--- config.mk ---
export PLATFORM = sky130hd
export DESIGN_NAME = irq_controller
export DESIGN_NICKNAME = d
export VERILOG_FILES = /design/src/common/irq_pkg.sv /design/src/irq_controller.sv /design/src/prio_encoder.sv
export SDC_FILE = /design/constraint.sdc
export NUM_CORES = 1
export LEC_CHECK = 0
export BUFFER_PORTS_ARGS = -buffer_cell sky130_fd_sc_hd__buf_2
export CAP_MARGIN = 20
export CORE_UTILIZATION = 55
export DETAILED_ROUTE_END_ITERATION = 16
export HOLD_SLACK_MARGIN = 0.08
export PLACE_DENSITY = 0.83
export SYNTH_ARGS = -nofsm -noshare
export SYNTH_HDL_FRONTEND = slang
export SYNTH_SLANG_ARGS = --single-unit
--- constraint.sdc ---
create_clock -name clk_i -period 9.15 [get_ports clk_i]
set_clock_uncertainty 0.15 [all_clocks]
set_input_delay 1.83 -clock clk_i [delete_from_list [all_inputs] [get_ports clk_i]]
set_output_delay 1.83 -clock clk_i [all_outputs]
set_load 0.02 [all_outputs]
--- src/common/irq_pkg.sv ---
// Shared constants for the prioritised interrupt controller
package irq_pkg;
  // ************************************************************
  // Sources and priorities
  // ************************************************************
  localparam int NUM_PRIO = 24;
  localparam int PRIO_IDX_W = 5;
  // Priority 0 is reset; 1..10 and 23 are real sources
  localparam logic [23:0] SRC_IMPL = 24'h8007fe;
  localparam logic [23:0] POSTED_RST = 24'h000000;
  localparam logic [23:0] MASK_RST = 24'h000000;
  // ************************************************************
  // Register map (byte addresses)
  // ************************************************************
  localparam logic [7:0] OFS_POSTED = 8'h00;
  localparam logic [7:0] OFS_MASK = 8'h04;
  localparam logic [7:0] OFS_SOFT_EN = 8'h08;
  localparam logic [7:0] OFS_FLAGS = 8'h0c;
  localparam logic [7:0] OFS_STATUS = 8'h10;
  localparam int SOFT_EN_BIT = 0;
  localparam int GIE_BIT = 0;
  localparam logic [7:0] FLAGS_RST = 8'h00;
  localparam logic [1:0] RESP_OKAY = 2'h0;
  localparam logic [1:0] RESP_DECERR = 2'h3;
  // ************************************************************
  // Sequencer timing
  // ************************************************************
  localparam logic [3:0] ENTRY_CYCLES = 4'hd;
  localparam logic [3:0] LONG_JUMP_INSTR_CYCLES = 4'h7;
  localparam logic [3:0] RET_CYCLES = 4'h4;
  localparam logic [3:0] STEP_PUSH_PCH = 4'h0;
  localparam logic [3:0] STEP_PUSH_PCL = 4'h1;
  localparam logic [3:0] STEP_PUSH_FLAGS = 4'h2;
  localparam logic [3:0] STEP_CLR_FLAGS = 4'h3;
  localparam logic [3:0] STEP_ZERO_PCH = 4'h4;
  localparam logic [3:0] STEP_VECTOR = 4'h5;
  localparam logic [3:0] RET_POP_FLAGS = 4'h1;
  localparam logic [3:0] RET_POP_PCL = 4'h2;
  localparam logic [3:0] RET_POP_PCH = 4'h3;
  typedef enum logic [1:0] {S_RUN, S_ENTRY, S_LONG_JUMP_INSTR, S_RETURN} seq_state_e;
endpackage : irq_pkg

--- src/irq_controller.sv ---
// Prioritised interrupt controller with CPU entry and return sequencer
//
// The implementer's own choices: the AXI4-Lite interface to the registers and the address map.
`timescale 1ns/1ps
`default_nettype none
// ************************************************************
// ************************************************************
module irq_controller (
  // Clock and reset
  input wire logic clk_i,
  input wire logic rstn_i,
  // Interrupt sources, one-cycle events
  input wire logic [irq_pkg::NUM_PRIO-1:0] src_event_i,
  // CPU core
  input wire logic instr_done_i,
  input wire logic return_from_irq_instr_i,
  input wire logic [15:0] pc_i,
  input wire logic [7:0] pop_data_i,
  output logic cpu_hold_o,
  output logic push_o,
  output logic [7:0] push_data_o,
  output logic pop_o,
  output logic pc_load_o,
  output logic [15:0] pc_o,
  output logic handler_start_o,
  output logic [7:0] flags_o,
  // AXI4-Lite write
  input wire logic s_axi_awvalid_i,
  output logic s_axi_awready_o,
  input wire logic [7:0] s_axi_awaddr_i,
  input wire logic s_axi_wvalid_i,
  output logic s_axi_wready_o,
  input wire logic [31:0] s_axi_wdata_i,
  input wire logic [3:0] s_axi_wstrb_i,
  output logic s_axi_bvalid_o,
  input wire logic s_axi_bready_i,
  output logic [1:0] s_axi_bresp_o,
  // AXI4-Lite read
  input wire logic s_axi_arvalid_i,
  output logic s_axi_arready_o,
  input wire logic [7:0] s_axi_araddr_i,
  output logic s_axi_rvalid_o,
  input wire logic s_axi_rready_i,
  output logic [31:0] s_axi_rdata_o,
  output logic [1:0] s_axi_rresp_o
);
  import irq_pkg::*;

  localparam logic [3:0] ENTRY_LAST = ENTRY_CYCLES - 4'h1;
  localparam logic [3:0] LONG_JUMP_INSTR_LAST = LONG_JUMP_INSTR_CYCLES - 4'h1;
  localparam logic [3:0] RET_LAST = RET_CYCLES - 4'h1;

  logic rst_ff1_q, rst_n;
  logic awready_q, wready_q, bvalid_q, arready_q, rvalid_q;
  logic [1:0] bresp_q, rresp_q;
  logic [7:0] awaddr_q;
  logic [31:0] wdata_q, rdata_q, rd_val, wbe;
  logic [3:0] wstrb_q;
  logic [23:0] posted_q, posted_d, mask_q, pending, sw_set, sw_clr, take_clr;
  logic soft_en_q;
  logic [7:0] flags_q, vector, push_data_q;
  seq_state_e state_q;
  logic [3:0] cnt_q;
  logic [15:0] ret_pc_q, pc_q;
  logic hold_q, push_q, pop_q, pc_load_q, handler_q;
  logic enc_valid, take, wr_fire, wr_hit, rd_hit, wr_posted, wr_mask, wr_flags;
  logic [PRIO_IDX_W-1:0] enc_idx;
  logic in_entry, in_ret, vec_rd, start_entry, start_ret, ret_end, long_jump_instr_end;

  // ************************************************************
  // Reset release
  // ************************************************************
  always_ff @(posedge clk_i or negedge rstn_i) begin
    if (!rstn_i) begin
      rst_ff1_q <= 1'b0;
      rst_n <= 1'b0;
    end else begin
      rst_ff1_q <= 1'b1;
      rst_n <= rst_ff1_q;
    end
  end

  // ************************************************************
  // Bus slave
  // ************************************************************
  assign wr_fire = !awready_q && !wready_q && !bvalid_q;
  assign wr_hit = awaddr_q inside {OFS_POSTED, OFS_MASK, OFS_SOFT_EN, OFS_FLAGS, OFS_STATUS};
  assign rd_hit = s_axi_araddr_i inside {OFS_POSTED, OFS_MASK, OFS_SOFT_EN, OFS_FLAGS,
                                         OFS_STATUS};
  assign wr_posted = wr_fire && awaddr_q == OFS_POSTED;
  assign wr_mask = wr_fire && awaddr_q == OFS_MASK;
  assign wr_flags = wr_fire && awaddr_q == OFS_FLAGS && wstrb_q[0];

  for (genvar b = 0; b < 4; b++) begin : g_lane
    assign wbe[8*b +: 8] = {8{wstrb_q[b]}};
  end

  always_ff @(posedge clk_i or negedge rst_n) begin
    if (!rst_n) begin
      awready_q <= 1'b1;
      wready_q <= 1'b1;
      bvalid_q <= 1'b0;
      bresp_q <= RESP_OKAY;
      awaddr_q <= 8'h00;
      wdata_q <= 32'h0;
      wstrb_q <= 4'h0;
    end else begin
      if (s_axi_awvalid_i && awready_q) begin
        awaddr_q <= s_axi_awaddr_i;
        awready_q <= 1'b0;
      end
      if (s_axi_wvalid_i && wready_q) begin
        wdata_q <= s_axi_wdata_i;
        wstrb_q <= s_axi_wstrb_i;
        wready_q <= 1'b0;
      end
      if (wr_fire) begin
        bvalid_q <= 1'b1;
        bresp_q <= wr_hit ? RESP_OKAY : RESP_DECERR;
      end else if (bvalid_q && s_axi_bready_i) begin
        bvalid_q <= 1'b0;
        awready_q <= 1'b1;
        wready_q <= 1'b1;
      end
    end
  end

  always_comb begin
    rd_val = 32'h0;
    unique case (s_axi_araddr_i)
      OFS_POSTED: rd_val = {8'h00, posted_q};
      OFS_MASK: rd_val = {8'h00, mask_q};
      OFS_SOFT_EN: rd_val[SOFT_EN_BIT] = soft_en_q;
      OFS_FLAGS: rd_val = {24'h0, flags_q};
      OFS_STATUS: rd_val = {23'h0, take, vector};
      default: rd_val = 32'h0;
    endcase
  end

  always_ff @(posedge clk_i or negedge rst_n) begin
    if (!rst_n) begin
      arready_q <= 1'b1;
      rvalid_q <= 1'b0;
      rdata_q <= 32'h0;
      rresp_q <= RESP_OKAY;
    end else if (s_axi_arvalid_i && arready_q) begin
      arready_q <= 1'b0;
      rvalid_q <= 1'b1;
      rdata_q <= rd_val;
      rresp_q <= rd_hit ? RESP_OKAY : RESP_DECERR;
    end else if (rvalid_q && s_axi_rready_i) begin
      rvalid_q <= 1'b0;
      arready_q <= 1'b1;
    end
  end

  // ************************************************************
  // Posted and pending sets
  // ************************************************************
  assign sw_set = {24{wr_posted && soft_en_q}} & wdata_q[23:0] & wbe[23:0];
  assign sw_clr = {24{wr_posted && !soft_en_q}} & ~wdata_q[23:0] & wbe[23:0];

  for (genvar g = 0; g < NUM_PRIO; g++) begin : g_src
    assign take_clr[g] = vec_rd && enc_valid && enc_idx == PRIO_IDX_W'(g);
    // Event and software post win over any clear in the same cycle
    assign posted_d[g] = SRC_IMPL[g] && (src_event_i[g] || sw_set[g] ||
                         (posted_q[g] && !sw_clr[g] && !take_clr[g]));
  end

  always_ff @(posedge clk_i or negedge rst_n) begin
    if (!rst_n) begin
      posted_q <= POSTED_RST;
    end else begin
      posted_q <= posted_d;
    end
  end

  always_ff @(posedge clk_i or negedge rst_n) begin
    if (!rst_n) begin
      mask_q <= MASK_RST;
      soft_en_q <= 1'b0;
    end else begin
      if (wr_mask) begin
        mask_q <= (mask_q & ~wbe[23:0]) | (wdata_q[23:0] & wbe[23:0] & SRC_IMPL);
      end
      if (wr_fire && awaddr_q == OFS_SOFT_EN && wstrb_q[0]) begin
        soft_en_q <= wdata_q[SOFT_EN_BIT];
      end
    end
  end

  assign pending = posted_q & mask_q;

  prio_encoder #(.N(NUM_PRIO), .IW(PRIO_IDX_W)) u_enc (
    .pend_i(pending),
    .valid_o(enc_valid),
    .idx_o(enc_idx)
  );

  assign vector = {1'b0, enc_idx, 2'b00};
  assign take = flags_q[GIE_BIT] && enc_valid;

  // ************************************************************
  // Entry and return sequencer
  // ************************************************************
  assign in_entry = state_q == S_ENTRY;
  assign in_ret = state_q == S_RETURN;
  assign vec_rd = in_entry && cnt_q == STEP_VECTOR;
  assign start_ret = state_q == S_RUN && return_from_irq_instr_i;
  assign start_entry = state_q == S_RUN && !return_from_irq_instr_i && take && instr_done_i;
  assign ret_end = in_ret && cnt_q == RET_LAST;
  assign long_jump_instr_end = state_q == S_LONG_JUMP_INSTR && cnt_q == LONG_JUMP_INSTR_LAST;

  always_ff @(posedge clk_i or negedge rst_n) begin
    if (!rst_n) begin
      state_q <= S_RUN;
      cnt_q <= 4'h0;
      ret_pc_q <= 16'h0;
    end else begin
      unique case (state_q)
        S_RUN: begin
          if (start_ret) begin
            state_q <= S_RETURN;
            cnt_q <= 4'h0;
          end else if (start_entry) begin
            state_q <= S_ENTRY;
            cnt_q <= 4'h0;
            ret_pc_q <= pc_i;
          end
        end
        S_ENTRY: begin
          cnt_q <= cnt_q + 4'h1;
          if (cnt_q == ENTRY_LAST) begin
            state_q <= S_LONG_JUMP_INSTR;
            cnt_q <= 4'h0;
          end
        end
        S_LONG_JUMP_INSTR: begin
          cnt_q <= cnt_q + 4'h1;
          if (long_jump_instr_end) begin
            state_q <= S_RUN;
            cnt_q <= 4'h0;
          end
        end
        S_RETURN: begin
          cnt_q <= cnt_q + 4'h1;
          if (ret_end) begin
            cnt_q <= 4'h0;
            // Serve what is still pending before the next instruction
            if (take) begin
              state_q <= S_ENTRY;
              ret_pc_q <= {pop_data_i, pc_q[7:0]};
            end else begin
              state_q <= S_RUN;
            end
          end
        end
      endcase
    end
  end

  // Flags: sequencer wins over software writes
  always_ff @(posedge clk_i or negedge rst_n) begin
    if (!rst_n) begin
      flags_q <= FLAGS_RST;
    end else if (in_entry && cnt_q == STEP_CLR_FLAGS) begin
      flags_q <= 8'h00;
    end else if (in_ret && cnt_q == RET_POP_FLAGS) begin
      flags_q <= pop_data_i;
    end else if (wr_flags) begin
      flags_q <= wdata_q[7:0];
    end
  end

  always_ff @(posedge clk_i or negedge rst_n) begin
    if (!rst_n) begin
      pc_q <= 16'h0;
      pc_load_q <= 1'b0;
    end else begin
      pc_load_q <= vec_rd || ret_end;
      if (in_entry && cnt_q == STEP_ZERO_PCH) begin
        pc_q[15:8] <= 8'h00;
      end
      if (vec_rd) begin
        pc_q[7:0] <= vector;
      end
      if (in_ret && cnt_q == RET_POP_PCL) begin
        pc_q[7:0] <= pop_data_i;
      end
      if (in_ret && cnt_q == RET_POP_PCH) begin
        pc_q[15:8] <= pop_data_i;
      end
    end
  end

  always_ff @(posedge clk_i or negedge rst_n) begin
    if (!rst_n) begin
      push_q <= 1'b0;
      push_data_q <= 8'h00;
      pop_q <= 1'b0;
    end else begin
      push_q <= in_entry && cnt_q <= STEP_PUSH_FLAGS;
      unique case (cnt_q)
        STEP_PUSH_PCH: push_data_q <= ret_pc_q[15:8];
        STEP_PUSH_PCL: push_data_q <= ret_pc_q[7:0];
        default: push_data_q <= flags_q;
      endcase
      pop_q <= in_ret && cnt_q < RET_LAST;
    end
  end

  always_ff @(posedge clk_i or negedge rst_n) begin
    if (!rst_n) begin
      hold_q <= 1'b0;
      handler_q <= 1'b0;
    end else begin
      hold_q <= start_entry || start_ret ||
                (state_q != S_RUN && !long_jump_instr_end && !(ret_end && !take));
      handler_q <= long_jump_instr_end;
    end
  end

  assign cpu_hold_o = hold_q;
  assign push_o = push_q;
  assign push_data_o = push_data_q;
  assign pop_o = pop_q;
  assign pc_load_o = pc_load_q;
  assign pc_o = pc_q;
  assign handler_start_o = handler_q;
  assign flags_o = flags_q;
  assign s_axi_awready_o = awready_q;
  assign s_axi_wready_o = wready_q;
  assign s_axi_bvalid_o = bvalid_q;
  assign s_axi_bresp_o = bresp_q;
  assign s_axi_arready_o = arready_q;
  assign s_axi_rvalid_o = rvalid_q;
  assign s_axi_rdata_o = rdata_q;
  assign s_axi_rresp_o = rresp_q;
endmodule : irq_controller
`default_nettype wire

--- src/prio_encoder.sv ---
// Fixed-priority encoder, lowest index wins
`timescale 1ns/1ps
`default_nettype none
module prio_encoder #(
  parameter int N = 24,
  parameter int IW = 5
) (
  // Pending set
  input wire logic [N-1:0] pend_i,
  // Winner
  output logic valid_o,
  output logic [IW-1:0] idx_o
);
  always_comb begin
    valid_o = 1'b0;
    idx_o = '0;
    for (int i = N - 1; i >= 0; i--) begin
      if (pend_i[i]) begin
        valid_o = 1'b1;
        idx_o = IW'(i);
      end
    end
  end
endmodule : prio_encoder
`default_nettype wire

After elaboration in Yosys (flattened, before gate mapping)
Cells that the tools add are included.
Cells by class
  eq/ne operators: 36
  $add $sub $neg: 1
  reduce and logical (&&, ||, !) cells: 136
  multiplexer cells: 90
  bitwise gates (word level): 10
  $lt $le $gt $ge: 2
Operators with widths (count)
  $and 24x24->24: 7
  $mux 5: 24
  $pmux 23 s4: 1
  $logic_and 1x1->1: 66
  $mux 16: 4
  $mux 8: 7
  $not 24->24: 2
  $mux 1: 37
  $eq 8x4->1 const B: 4
  $pmux 16 s2: 1
  $logic_not 1->1: 30
  $logic_or 1x1->1: 25
  $or 24x24->24: 1
  $eq 5x3->1 const B: 4
  $mux 4: 5
  $eq 8x3->1 const B: 2
  $eq 8x5->1 const B: 2
  $logic_not 8->1: 2
  $pmux 4 s4: 1
  $pmux 8 s2: 1
  $eq 5x4->1 const B: 3
  $mux 2: 7
  $eq 4x3->1 const B: 3
  $reduce_bool 2->1: 6
  22 further kinds: 30
Storage, ports and cells
  flip-flop bits (word level): 173
  word-level logic and storage cells: 303
  input bits: 109

Logic depth before layout (Yosys ltp)
  depth in word-level cells: 31
  mapped depth: 8
  depth with buffers taken out: 7

Cells and area by module
A second synthesis with hierarchy kept.
Unflattened totals
  cells, all modules: 659
  area total of the unflattened synthesis: 7359.6 µm²
Modules (own cells, without submodules)
  irq_controller: area each 7068.0 µm², times used 1, sequential area each 3782.4 µm², cells each 612
  prio_encoder: area each 291.5 µm², times used 1, sequential area each 0.0 µm², cells each 47

Worst setup path before layout
OpenSTA, ideal clock, no wires.
  path type: input -> register
  start: input port s_axi_araddr_i[1]
  end: register rdata_q[13], in the netlist s_axi_rdata_o[13]
  setup slack: 5611 ps
  arrival time: 3323 ps
  data required time: 8934 ps
  stages on the path: 7
  setup time: 66 ps
  cell sequence: nor4_2 > or3b_1 > buf_2 > or3_4 > nor2_4 > buf_6 > a22o_1
Between the ends
  longest elaborated chain between the ends: 2
  elaborated cells on any way between the ends: 5
  classes of those cells: 3 x eq/ne; 1 x mux; 1 x reduce/logical
Ends and longest elaborated chain
  from (decl): line irq_controller.sv:41  | input wire logic [7:0] s_axi_araddr_i,
  $eq 8x5->1, or another cell as far along: line irq_controller.sv:130  | unique case (s_axi_araddr_i)
  $pmux 23 s4 (*): line irq_controller.sv:130
  to (signal assigned): line irq_controller.sv:149  | rdata_q <= rd_val;
  to (decl): line irq_controller.sv:57  | logic [31:0] wdata_q, rdata_q, rd_val, wbe;
Every way passes the cells marked *; elsewhere a longest branch is shown, timed or not.
A chain may end at the register's enable or synchronous reset.

Final worst setup path
  start: input port s_axi_araddr_i[1]
  end: register rdata_q[12], in the netlist s_axi_rdata_o[12]
The elaborated chain is that of the path after synthesis.

==> results_tabular.tex <==
\begin{tabular}{lr}
\hline
Metric & Value \\
\hline
\multicolumn{2}{l}{\textbf{Power}} \\
Leak pwr & 4.24 nW \\
Worst voltage drop across the vdd grid & 0.000188 V \\
PwrDens & 297 nW/µm² \\
\multicolumn{2}{l}{\textbf{Setup path}} \\
End of the worst register-to-register path & flags\_o[2] \\
Total buffers and inverters traversed by the critical path & 1 \\
Kind of launch point of the worst setup path & primary input \\
Library cell contributing the largest single delay on the critical path & or3b\_1 \\
Cell chain of the critical path & buf\_2, nor4\_2, or3b\_1, or3\_4, nor2\_4, a22o\_1 \\
Critical Setup Path Class & in -> reg \\
Worst path top cell family by delay & simple AND/OR/NAND/NOR gates \\
Critical Path AT & 3.70 ns \\
Critical-path maximum fanout & 12 \\
Startpoint of the lowest-slack register-to-register path & cnt\_q[1] \\
Delay contributed by the slowest stage of the critical path & 0.51 ns \\
Reg2reg setup slack & 6.36 ns \\
Count of cells along the worst register-to-register path & 6 \\
Req. time, crit path & 9.36 ns \\
Worst Setup End Kind & flip-flop \\
Path length in cells of the critical path & 6 \\
\multicolumn{2}{l}{\textbf{Yosys}} \\
Number of flops mapped to enable cells by yosys & 0 \\
Share of flip-flops with an asynchronous set or reset & 100\% \\
Number of register bits inferred by synthesis & 151 \\
Top-count cell post-synth & dfrtp\_1 \\
Post-synth cell types & 68 \\
Library cell with the largest summed area after synthesis & dfrtp\_1 \\
Netlist area before placement & 6950 µm² \\
Top cell types by occurrence after synthesis & 148 x dfrtp\_1, 79 x nand2\_1, 47 x o21ai\_0, 39 x mux2i\_1, 36 x mux2\_2 \\
Top FF cell, synth & dfrtp\_1 \\
Yosys warning count & 0 \\
Ranking of synthesized cells by area & dfrtp\_1 53\%, mux2\_2 5.8\%, mux2i\_1 5.6\% \\
Mapped Avg Cell Area & 11.3 µm² \\
Area share of the largest cell type after synthesis & 53.3\% \\
Mapped Cells & 616 \\
Sequential-to-total area share from yosys stat & 54.4\% \\
\multicolumn{2}{l}{\textbf{Timing}} \\
Highest Clock Rate & 287 MHz \\
Minimum period implied by the final worst setup slack & 3.49 ns \\
Final hold vios & 0 \\
Share of the clock period used by the worst path & 38.1\% \\
Unrepaired setup endpoints after global routing & false \\
Setup Viol. Count Final & 0 \\
Relative slew slack & 28.1\% \\
Number of pins exceeding their max-slew limit in the final report & 0 \\
Slew at the pin closest to its max-slew limit & 1.07 ns \\
Min setup slack post-route & 5.66 ns \\
Sum of negative setup slack & 0 ns \\
\multicolumn{2}{l}{\textbf{Route}} \\
Total wire length & 17500 µm \\
Initial DRC count & 464 \\
Remaining design rule violation count & 0 \\
Per-cell via count in the routed design & 5.95 \\
Count of TritonRoute iterations in the first routing pass & 5 \\
Number of nets with antenna violations after detailed routing & 0 \\
Via total after detailed routing & 5592 \\
Routed WL per cell & 18.6 µm \\
\multicolumn{2}{l}{\textbf{Floorplanning}} \\
Starting density of the core & 57.2\% \\
DIE AREA & 13100 µm² \\
X dimension of the die & 114 µm \\
Core footprint & 12200 µm² \\
Die Y-Extent & 114 µm \\
Row cnt & 40 \\
Ports & 187 \\
\multicolumn{2}{l}{\textbf{Clocking}} \\
Clock root buffer master & clkbuf\_16 \\
Number of buffers inserted during clock tree synthesis & 17 \\
Clock tree from TritonCTS & done \\
Clk\_lat worst skew & 0.43 ns \\
CTS clk-pin slew, worst paths & 0.06 ns \\
Post-cts resize count & 0 \\
Max clock buf depth & 2 \\
Number of H-tree levels & 4 \\
Number of sinks on the clock net & 151 \\
\multicolumn{2}{l}{\textbf{Layout}} \\
P\&R area growth vs syn & 21.1\% \\
Fraction of final layout cells sized beyond drive strength 1 & 30.1\% \\
Post-Layout Inst Area & 8420 µm² \\
N\_diodes & 0 \\
Filler instances & 893 \\
Final-stage net count & 874 \\
Final Instance Count excl. Fillers & 940 \\
\multicolumn{2}{l}{\textbf{Placed design}} \\
Number of I/O port buffers & 144 \\
Final HPWL DP & 12500 µm \\
GP Congestion & 0.919 \\
Worst setup slack before clock tree synthesis & 5.23 ns \\
Cell Count Post-Placement & 905 \\
Instance area after placement & 7750 µm² \\
\multicolumn{2}{l}{\textbf{Global route}} \\
Number of antenna violations at the first check in global routing & 0 \\
Number of global-route vias before repair & 5375 \\
First-pass GRT wire length & 27800 µm \\
Global-route congestion overflow total & 0 \\
Global Route Usage Sum & 28.0\% \\
Largest net degree at the start of global routing & 92 \\
\multicolumn{2}{l}{\textbf{Status}} \\
Run status & complete, no violations \\
\multicolumn{2}{l}{\textbf{Min path}} \\
Hold crit path type & reg -> async \\
\multicolumn{2}{l}{\textbf{Flow run}} \\
Maximum Capacitance Violations & 0 \\
\hline
\end{tabular}
through the flow:
stage,util (%),power (mW),hold WS (ns)
6_report,69.2,2.50,0.208
5_1_grt,69.2,2.62,0.223
4_1_cts,68.7,2.49,0.208
3_5_place_dp,63.8,1.78,0.188
3_3_place_gp,63.8,1.75,0.192
2_1_floorplan,-,1.52,0.181
flip-flops by register name, indices dropped and copies added (netlist names), 8 cells and up, named ones only:
register       flops
flags_o            8
s_axi_rdata_o     24
pc_o              16
wdata_q           12
ret_pc_q          16
push_data_o        8
awaddr_q           8
mask_q            13
posted_q          11
power breakdown:
group | total, mW | internal (mW) | leakage, nW | switching, mW
sequential | 1.03 | 0.841 | 1.91 | 0.188
combinational | 0.764 | 0.310 | 2.04 | 0.454
clock | 0.705 | 0.445 | 0.291 | 0.260
repair_timing:
item,CTS,global route
setup buffers,0,0
hold buffers,0,2
hold endpoints to repair,0,6
worst register-to-register path, delay by kind of cell, from the launching register on:
kind	cells	cell delay [ns]
AOI/OAI and AO/OA	1	0.12
adders and majority gates	1	0.22
buffers and inverters	1	0.13
DFF	1	0.42
muxes	1	0.42
and+or+nand+nor	2	1.17
cells by family after synthesis:
group,synth area share (%)
DFF,54.4
AOI/OAI and AO/OA,16.1
and+or+nand+nor,14.0
adders and majority gates,0.720
buffers and inverters,3.22
muxes,11.4
other,0.108
area by class of cell:
type	count	area [µm²]	share of cell area (%)
Clock buffer	21	470	5.59
Tap cell	168	210	2.50
Inverter	12	45.0	0.535
Timing Repair Buffer	151	806	9.57
Clock inverter	9	125	1.49
Multi-Input combinational cell	428	2980	35.4
Sequential cell	151	3790	45.0
placed cells by master (no fill, tap or decap), drive strengths merged, types with 11 or more instances in the layout:
cell,count
clkbuf,22
dfrtp,148
a22oi,16
mux2i,39
nor2,23
and2,19
nand2,80
nor3,11
o21ai,48
a22o,30
mux2,36
a21oi,17
buf,148
inv,11
worst max path at each step:
stage	startpoint	to	slack [ns]
after floorplan	rst_n	asynchronous set/reset pin	4.49
after CTS	s_axi_araddr_i[1]	s_axi_rdata_o[15]	5.66
after detailed placement	s_axi_araddr_i[1]	s_axi_rdata_o[19]	5.23
final	s_axi_araddr_i[1]	s_axi_rdata_o[12]	5.66
after global routing	s_axi_araddr_i[1]	s_axi_rdata_o[15]	5.59
after global placement	s_axi_araddr_i[1]	s_axi_rdata_o[18]	5.30
per-layer routing:
metal / wire length (µm) / global-route usage, % / part of all wire (%) / vias to the layer above
li1: - / - / - / 2551
met4: 477 / 12.0 / 2.7 / 0
met3: 1240 / 6.67 / 7.1 / 49
met2: 8130 / 42.5 / 47 / 276
met1: 7610 / 38.8 / 44 / 2716
met5: 0 / 0 / 0 / -
(Power assumes the default switching activity.)
